--- config.mk ---
export PLATFORM = sky130hd
export DESIGN_NAME = pcf_top
export DESIGN_NICKNAME = d
export VERILOG_FILES = /design/src/pcf_pkg.sv /design/src/pcf_top.sv
export SDC_FILE = /design/constraint.sdc
export NUM_CORES = 1
export LEC_CHECK = 0
export ABC_AREA = 1
export BUFFER_PORTS_ARGS = -buffer_cell sky130_fd_sc_hd__buf_2
export CAP_MARGIN = 20
export CORE_MARGIN = 2
export CORE_UTILIZATION = 62
export DETAILED_ROUTE_END_ITERATION = 7
export GPL_TIMING_DRIVEN = 1
export PLACE_DENSITY = 0.83
export SYNTH_ARGS = -nofsm -noshare
export SYNTH_HDL_FRONTEND = slang
export SYNTH_SLANG_ARGS = --single-unit
--- constraint.sdc ---
create_clock -name clock_in -period 3.71 [get_ports clock_in]
set_input_delay 0.9275 -clock clock_in [delete_from_list [all_inputs] [get_ports clock_in]]
set_output_delay 0.9275 -clock clock_in [all_outputs]
set_load 0.005 [all_outputs]
--- src/pcf_pkg.sv ---
// constants and register map of the pulse counter with compare and frequency measurement
// assumes a single 50 MHz clock and a plain strobe register port
//
// Overview of operation
// - mode low region: compare status high while count is at or below compare value
// - mode 1 sets status above compare value, mode 2 selects region at or below
// - routed output follows compare status, program writes to that output are ignored
// - output channel fault never stops counting or compare updates
// - output routing stays in force when the counted input is deactivated
// - slot disabled: count, compare status and routed output hold, output stays locked
// - enabled compare interrupt fires on each zero to one of compare status
// - rising edge of load strobe copies load value into the count
// - load acts at once, whether or not the gate is open
// - internal gate is software gate AND hardware gate input
// - frequency measurement runs beside normal input use, input level stays readable
// - frequency reported in hertz as single precision float
// - window length adapts to input frequency, value refreshed every window
// - frequency is rising edges in window divided by window seconds
// - results valid only from 0.1 Hz to 1 kHz, otherwise undefined
package pcf_pkg;
    localparam int          ADDR_W        = 6;
    localparam int          DATA_W        = 32;
    localparam int          EDGE_W        = 20;
    // register byte offsets
    localparam logic [5:0]  OFS_CTRL      = 6'h00;
    localparam logic [5:0]  OFS_LOAD      = 6'h04;
    localparam logic [5:0]  OFS_CMP       = 6'h08;
    localparam logic [5:0]  OFS_COUNT     = 6'h0c;
    localparam logic [5:0]  OFS_STAT      = 6'h10;
    localparam logic [5:0]  OFS_IRQ_STAT  = 6'h14;
    localparam logic [5:0]  OFS_IRQ_MASK  = 6'h18;
    localparam logic [5:0]  OFS_DOUT      = 6'h1c;
    localparam logic [5:0]  OFS_FREQ      = 6'h20;
    // control fields
    localparam int          CTL_SOFTWARE_COUNT_GATE   = 0;
    localparam int          CTL_LOAD      = 1;
    localparam int          CTL_MODE_LO   = 2;
    localparam int          CTL_IRQ_EN    = 4;
    localparam int          CTL_ROUTE     = 5;
    localparam int          CTL_SLOT_EN   = 6;
    localparam int          CTL_CH_EN     = 7;
    localparam int          CTL_W         = 8;
    localparam logic [7:0]  CTL_RESET     = 8'h00;
    // compare mode settings
    localparam logic [1:0]  MODE_HIGH     = 2'h1;
    localparam logic [1:0]  MODE_LOW      = 2'h2;
    // status and interrupt bits
    localparam int          IRQ_CMP       = 0;
    localparam int          IRQ_FREQ      = 1;
    localparam int          IRQ_W         = 2;
    // float construction
    localparam logic [7:0]  FLT_BIAS      = 8'h7f;
    localparam logic [31:0] FLT_ZERO      = 32'h0000_0000;
    // window adaptation: base 0.125 s, then x8 (1 s) and x128 (16 s)
    localparam longint      WIN_BASE_NS   = 125_000_000;
    localparam longint      CLK_PERIOD_NS = 20;
    localparam longint      WIN_BASE_CYC  = (WIN_BASE_NS + CLK_PERIOD_NS - 1) / CLK_PERIOD_NS;
    localparam logic [EDGE_W-1:0] EDGE_SHRINK = 20'h0_0040;
    localparam logic [EDGE_W-1:0] EDGE_GROW   = 20'h0_0004;
    typedef enum logic [1:0] {
        PCF_WIN_SHORT = 2'b00,
        PCF_WIN_MID   = 2'b01,
        PCF_WIN_LONG  = 2'b10
    } pcf_win_e;
    // window length as power-of-two multiple of base, and seconds exponent
    localparam int          WIN_MID_SH    = 3;
    localparam int          WIN_LONG_SH   = 7;
    localparam int          EXP_SHORT     = 3;
    localparam int          EXP_LONG      = -4;
endpackage

--- src/pcf_top.sv ---
// pulse counter channel with compare output, load, gate and frequency measurement
// assumes synchronous inputs, one clock, registers on a strobe port with one cycle read latency
`timescale 1ns/100ps
module pcf_top
    import pcf_pkg::*;
#(
    parameter longint WIN_BASE_CYCLES = WIN_BASE_CYC
) (
    input  wire logic              clock_in,          // 50 MHz clock
    input  wire logic              reset_in,          // synchronous reset, active high
    input  wire logic              ce_in,             // clock enable, freezes all state
    input  wire logic [ADDR_W-1:0] addr_in,           // register byte address
    input  wire logic [DATA_W-1:0] wdata_in,          // register write data
    input  wire logic              wr_in,             // write strobe
    input  wire logic              rd_in,             // read strobe
    output logic      [DATA_W-1:0] rdata_out,         // read data, cycle after strobe
    input  wire logic              counted_input_in,  // counted digital input
    input  wire logic              hardware_count_gate_in, // hardware gate, high is open
    input  wire logic              output_fault_in,   // fault seen on output channel
    output logic                   dq_out,            // free digital output level
    output logic                   irq_out,           // level interrupt
    output logic                   cmp_pulse_out      // one cycle compare rise request
);
    // ------------------------------------------------------------------
    // state
    // ------------------------------------------------------------------
    typedef struct packed {
        logic [CTL_W-1:0]  ctrl;
        logic              load_prev;
        logic [DATA_W-1:0] load_val;
        logic [DATA_W-1:0] cmp_val;
        logic [DATA_W-1:0] count;
        logic              compare_status;
        logic              cmp_prev;
        logic              cmp_pulse;
        logic              dout_prog;
        logic              dq;
        logic              in_prev;
        logic              in_level;
        logic              fault;
        logic [IRQ_W-1:0]  irq_stat;
        logic [IRQ_W-1:0]  irq_mask;
        logic              irq;
        logic [DATA_W-1:0] rdata;
        logic [DATA_W-1:0] win_cnt;
        logic [EDGE_W-1:0] edges;
        pcf_win_e          win;
        logic [DATA_W-1:0] freq;
    } pcf_state_s;

    pcf_state_s st_ff;
    pcf_state_s nxt_st;

    // ------------------------------------------------------------------
    // helpers
    // ------------------------------------------------------------------
    // edges to float hertz, exponent shifted by window seconds exponent
    function automatic logic [31:0] pcf_to_float(input logic [EDGE_W-1:0] n, input int adj);
        int          msb;
        logic [22:0] man;
        logic [EDGE_W-1:0] sh;
        msb = 0;
        man = '0;
        sh  = '0;
        for (int i = 0; i < EDGE_W; i++) begin
            if (n[i]) begin
                msb = i;
            end
        end
        sh  = n << (EDGE_W - msb);
        man = {sh, 3'h0};
        if (n == '0) begin
            return FLT_ZERO;
        end
        return {1'b0, FLT_BIAS + 8'(msb + adj), man};
    endfunction

    function automatic logic [DATA_W-1:0] pcf_win_len(input pcf_win_e w);
        unique case (w)
            PCF_WIN_SHORT: return DATA_W'(WIN_BASE_CYCLES);
            PCF_WIN_MID:   return DATA_W'(WIN_BASE_CYCLES << WIN_MID_SH);
            PCF_WIN_LONG:  return DATA_W'(WIN_BASE_CYCLES << WIN_LONG_SH);
            default:       return DATA_W'(WIN_BASE_CYCLES);
        endcase
    endfunction

    function automatic int pcf_win_exp(input pcf_win_e w);
        unique case (w)
            PCF_WIN_SHORT: return EXP_SHORT;
            PCF_WIN_MID:   return 0;
            PCF_WIN_LONG:  return EXP_LONG;
            default:       return 0;
        endcase
    endfunction

    // ------------------------------------------------------------------
    // next state
    // ------------------------------------------------------------------
    logic              slot_en;
    logic              gate_open;
    logic              in_rise;
    logic              load_rise;
    logic              cmp_next;
    logic              win_end;
    logic [1:0]        mode;
    logic [IRQ_W-1:0]  irq_set;

    always_comb begin
        nxt_st    = st_ff;
        slot_en   = st_ff.ctrl[CTL_SLOT_EN];
        mode      = st_ff.ctrl[CTL_MODE_LO +: 2];
        // faults are only recorded, they feed nothing in the count path
        nxt_st.fault    = output_fault_in;
        nxt_st.in_prev  = counted_input_in;
        nxt_st.in_level = counted_input_in;
        in_rise   = counted_input_in & ~st_ff.in_prev;
        gate_open = st_ff.ctrl[CTL_SOFTWARE_COUNT_GATE] & hardware_count_gate_in;
        nxt_st.load_prev = st_ff.ctrl[CTL_LOAD];
        load_rise = st_ff.ctrl[CTL_LOAD] & ~st_ff.load_prev;
        irq_set   = '0;

        // counting, load wins over a pulse in the same cycle
        if (slot_en) begin
            if (load_rise) begin
                nxt_st.count = st_ff.load_val;
            end else if (gate_open && st_ff.ctrl[CTL_CH_EN] && in_rise) begin
                nxt_st.count = st_ff.count + 32'h0000_0001;
            end
        end

        // compare evaluation on the registered count
        unique case (mode)
            MODE_HIGH: cmp_next = st_ff.count > st_ff.cmp_val;
            MODE_LOW:  cmp_next = st_ff.count <= st_ff.cmp_val;
            default:   cmp_next = 1'b0;
        endcase
        if (slot_en) begin
            nxt_st.compare_status = cmp_next;
        end
        nxt_st.cmp_prev  = st_ff.compare_status;
        // rise against previous clock value, single cycle
        nxt_st.cmp_pulse = st_ff.compare_status & ~st_ff.cmp_prev
                           & st_ff.ctrl[CTL_IRQ_EN];
        irq_set[IRQ_CMP] = nxt_st.cmp_pulse;

        // output: routing independent of channel enable, frozen with slot
        if (slot_en) begin
            if (st_ff.ctrl[CTL_ROUTE]) begin
                nxt_st.dq = st_ff.compare_status;
            end else begin
                nxt_st.dq = st_ff.dout_prog;
            end
        end

        // frequency measurement, independent of gate and counter mode
        win_end = st_ff.win_cnt >= pcf_win_len(st_ff.win) - 32'h0000_0001;
        if (win_end) begin
            nxt_st.win_cnt = '0;
            nxt_st.edges   = EDGE_W'(in_rise);
            nxt_st.freq    = pcf_to_float(st_ff.edges, pcf_win_exp(st_ff.win));
            irq_set[IRQ_FREQ] = 1'b1;
            // adapt window for next measurement
            if (st_ff.edges >= EDGE_SHRINK && st_ff.win != PCF_WIN_SHORT) begin
                nxt_st.win = (st_ff.win == PCF_WIN_LONG) ? PCF_WIN_MID : PCF_WIN_SHORT;
            end else if (st_ff.edges < EDGE_GROW && st_ff.win != PCF_WIN_LONG) begin
                nxt_st.win = (st_ff.win == PCF_WIN_SHORT) ? PCF_WIN_MID : PCF_WIN_LONG;
            end
        end else begin
            nxt_st.win_cnt = st_ff.win_cnt + 32'h0000_0001;
            // saturate: beyond the valid range the result is undefined anyway
            if (in_rise && st_ff.edges != '1) begin
                nxt_st.edges = st_ff.edges + 20'h0_0001;
            end
        end

        // register writes
        if (wr_in) begin
            unique case (addr_in)
                OFS_CTRL:     nxt_st.ctrl     = wdata_in[CTL_W-1:0];
                OFS_LOAD:     nxt_st.load_val = wdata_in;
                OFS_CMP:      nxt_st.cmp_val  = wdata_in;
                OFS_IRQ_MASK: nxt_st.irq_mask = wdata_in[IRQ_W-1:0];
                // stored always, reaches the pin only when not routed
                OFS_DOUT:     nxt_st.dout_prog = wdata_in[0];
                default:      ;
            endcase
        end

        // reads, status cleared by reading, new events win
        nxt_st.rdata = '0;
        nxt_st.irq_stat = st_ff.irq_stat | irq_set;
        if (rd_in) begin
            unique case (addr_in)
                OFS_CTRL:     nxt_st.rdata = DATA_W'(st_ff.ctrl);
                OFS_LOAD:     nxt_st.rdata = st_ff.load_val;
                OFS_CMP:      nxt_st.rdata = st_ff.cmp_val;
                OFS_COUNT:    nxt_st.rdata = st_ff.count;
                OFS_STAT:     nxt_st.rdata = DATA_W'({st_ff.in_level, st_ff.fault, st_ff.dq,
                                                      gate_open, st_ff.compare_status});
                OFS_IRQ_STAT: begin
                    nxt_st.rdata    = DATA_W'(st_ff.irq_stat);
                    nxt_st.irq_stat = irq_set;
                end
                OFS_IRQ_MASK: nxt_st.rdata = DATA_W'(st_ff.irq_mask);
                OFS_DOUT:     nxt_st.rdata = DATA_W'(st_ff.dout_prog);
                OFS_FREQ:     nxt_st.rdata = st_ff.freq;
                default:      nxt_st.rdata = '0;
            endcase
        end
        nxt_st.irq = |(nxt_st.irq_stat & st_ff.irq_mask);
    end

    // ------------------------------------------------------------------
    // registers
    // ------------------------------------------------------------------
    always_ff @(posedge clock_in) begin
        if (reset_in) begin
            st_ff      <= '0;
            st_ff.ctrl <= CTL_RESET;
            st_ff.win  <= PCF_WIN_SHORT;
        end else if (ce_in) begin
            st_ff <= nxt_st;
        end
    end

    assign rdata_out     = st_ff.rdata;
    assign dq_out        = st_ff.dq;
    assign irq_out       = st_ff.irq;
    assign cmp_pulse_out = st_ff.cmp_pulse;
endmodule

==> results.md <==
- Post-synth top area share: between 30% and 40%
- CP required: ~4200 ps
- GRT Util Overall: between 30% and 40%
- Crit-path slowest cell: dfxtp_1
- Drt wl/cell: 16.27 µm
- Yosys cell types: 63
- # rows: 54
- Core Footprint: 21760 µm²
- Layout Cells excl Fill: ~2300
- Synth Area per Inst: 6.922 µm²
- Initial DRC count: 1136
- Hpwl dp: 26.82 mm
- Drt drc: 0
- Hold Crit Class: reg2reg
- Yosys warning count: 0
- Final worst-path cycle share: 92.49%
- CTS tree: done
- Ys flop type: dfxtp_1
- Die width: roughly 150 µm
- Synth top area cells: dfxtp_1 (34%), nand2_1 (10%), a21oi_1 (7.8%)
- Io pins: 81
- Leading cell type in the layout, fill and taps excluded: nand2_1
- # H-tree levels: 1
- Via/cell ratio: 5.880
- Filler cell count: around 1800
- Final setup TNS: 0 ps
- Remaining global-route overflow: 0
- Total of flip-flops plus latches after synthesis: roughly 230
- Hold Path Stages: 2
- First-pass detailed-route iteration total: 6
- RSZ-0062 raised after global routing: no
- Ys async rst share: 0%
- Worst Max-Slew Pin Slew: ~870 ps
- Max transition margin: between 40% and 50%
- Hold slack final: around 460 ps
- P_leak: approximately 6.0 nW
- Achievable Freq: ~290 MHz
- Initial antenna violation count: 1
- First-pass GRT wire length: a little over 60 mm
- CP dominant cell by count: nand2_1
- Most frequent cells in the layout: nand2_1 (363), dfxtp_1 (231), inv_1 (227), a21oi_1 (213), o21ai_0 (190)
- Outcome: completed
- Startpoint types: flop
- Hold Violations, Final: 0
- Pins Over Slew Limit: 0
- Die Span Y: ~150 µm
- Post-CTS Setup Bufs: 0
- Top cell type by total area after synthesis: dfxtp_1
- Initial core utilization: a little over three fifths
- Clock slew at reported path FFs: about 60 ps
- Fin nets: 2121
- Synthesized netlist cell count: between 1500 and 2000
- Placed insts: 2247
- Buffers on Ports: 80
- Critical Path Max Stage Delay: 370 ps
- Layout cells sized above 1: between 10% and 20%
- Post-synthesis net count: 2100
- Antenna-violating nets left: 0
- Number of enable flip-flop cells after synthesis: 0
- # setup viols final: 0
- Setup Skew: roughly 24 ps
- Worst VDD drop: 0.3201 mV
- Vias in the first global route: between 10000 and 15000
- Area grow syn2layout: 9.450%
- PD cells: around 360 nW/µm²
- Largest net degree at the start of global routing: between 80 and 90
- Crit path arrival time: roughly 3900 ps
- Reg2reg path depth: 29
- Cell Area, Synth: ~14000 µm²
- Final WL: roughly 37 mm
- Post-synthesis sequential area ratio: approximately 34%
- Sink Count: around 230
- CTS max path bufs: 3
- Reg2Reg Setup Slack: between 200 and 300 ps
- CTS root buf: clkbuf_16
- Worst Path Max Fanout: 20
- Max_cap viols: 0
- Cts bufs inserted: 26
- Tmin final: about 3400 ps
- Die Area: roughly 23000 µm²
- CP endpoint kind: flop
- Critical path class: reg2reg
- Routed vias: 13500
- Worst-skew pair later-pin latency: 550 ps
- Placer Congestion: around 0.96
## final cells by class
class | instances | area (µm²) | share of cell area, %
repair buffers | 109 | 618.1 | 4.133
clock buffers | 37 | 752.0 | 5.028
clock inverters | 11 | 147.6 | 0.9872
well taps | 280 | 350.3 | 2.343
diodes | 1 | 2.502 | 0.01673
flip-flops and latches | 231 | 4624 | 30.92
inverters | 245 | 919.6 | 6.149
multi-input cells | 1382 | 7541 | 50.42
## kinds of logic after synthesis
kind of cell             count (synthesis)  share of synthesized area [%]
AO/OA/AOI/OAI                          511                          20.66
XOR/XNOR                                32                          2.188
flip-flops                             231                          33.84
buffers and inverters                  361                          11.06
adder cells (fa/ha/maj)                 80                          7.435
AND/OR/NAND/NOR                        759                          24.81
## sequential cells by signal, indices dropped and copies added, names as in the netlist
signal,cells
dq_out,1
rdata_out,32
slot_en,1
st_ff,191
cmp_pulse_out,1
mode,2
nxt_st,2
irq_out,1
## layer usage
metal	up-vias	wire length, µm	share of wire [%]	GRT usage, %
li1	6629	-	-	-
met5	-	0	0	0
met4	0	1400	3.7	12.96
met2	570	18100	48	53.95
met3	124	2857	7.6	5.461
met1	6178	15010	40	37.61
## synthesized netlist by cell type, drive strengths merged (2+ instances only)
library cell / instances
nor3b: 6
a22oi: 6
nand3: 102
clkinv: 6
buf: 45
dfxtp: 231
or2: 2
o21ai: 198
nand4: 28
nand3b: 4
o31ai: 3
o21a: 4
nor3: 42
nor2: 183
o211ai: 12
nand2: 372
a221oi: 11
ha: 78
nor4: 18
a211oi: 5
o2111ai: 2
xnor2: 6
inv: 239
clkbuf: 71
a31oi: 4
fa: 2
o22ai: 35
o221ai: 7
xor2: 26
a21oi: 214
## where the power goes
part | switching [mW] | internal [mW] | total [mW] | leakage [nW]
logic | 0.160 | 0.0663 | 0.226 | 3.71
registers | 0.00602 | 2.49 | 2.50 | 1.86
clock network | 1.06 | 1.62 | 2.68 | 0.443
total | 1.22 | 4.18 | 5.40 | 6.01
## worst max-delay path, delay by kind of cell (launching register included)
family                   cells  cell delay (ps)
AND/OR/NAND/NOR             22             1820
buffers and inverters        3              370
adder cells (fa/ha/maj)      2              390
AO/OA/AOI/OAI                2              420
flip-flops                   1              370
## worst paths after layout
check,from,endpoint
setup / recovery,st_ff[36],st_ff[21]
hold / removal,rdata_out[14],rdata_out[14]
setup reg to reg,st_ff[36],st_ff[21]
hold reg to reg,rdata_out[14],rdata_out[14]
## timing repair
item / CTS / global route
hold buffers: 0 / 0
endpoints found under the hold margin: 0 / 0
setup endpoints to repair: 0 / 1
gates resized for setup: 0 / 1
## metrics by stage
step                setup slack [ps]  util (%)  power (mW)  cell area, µm²
floorplan                      694.8         -       2.689           13660
global placement               517.7     64.58       2.767           14050
detailed placement             409.8     64.58       2.771           14050
CTS                            371.9     68.72       5.415           14950
global route                   1.829     68.73       5.525           14950
finish                         278.8     68.74       5.399           14960
Note: power is estimated with default switching activity, not from simulation.
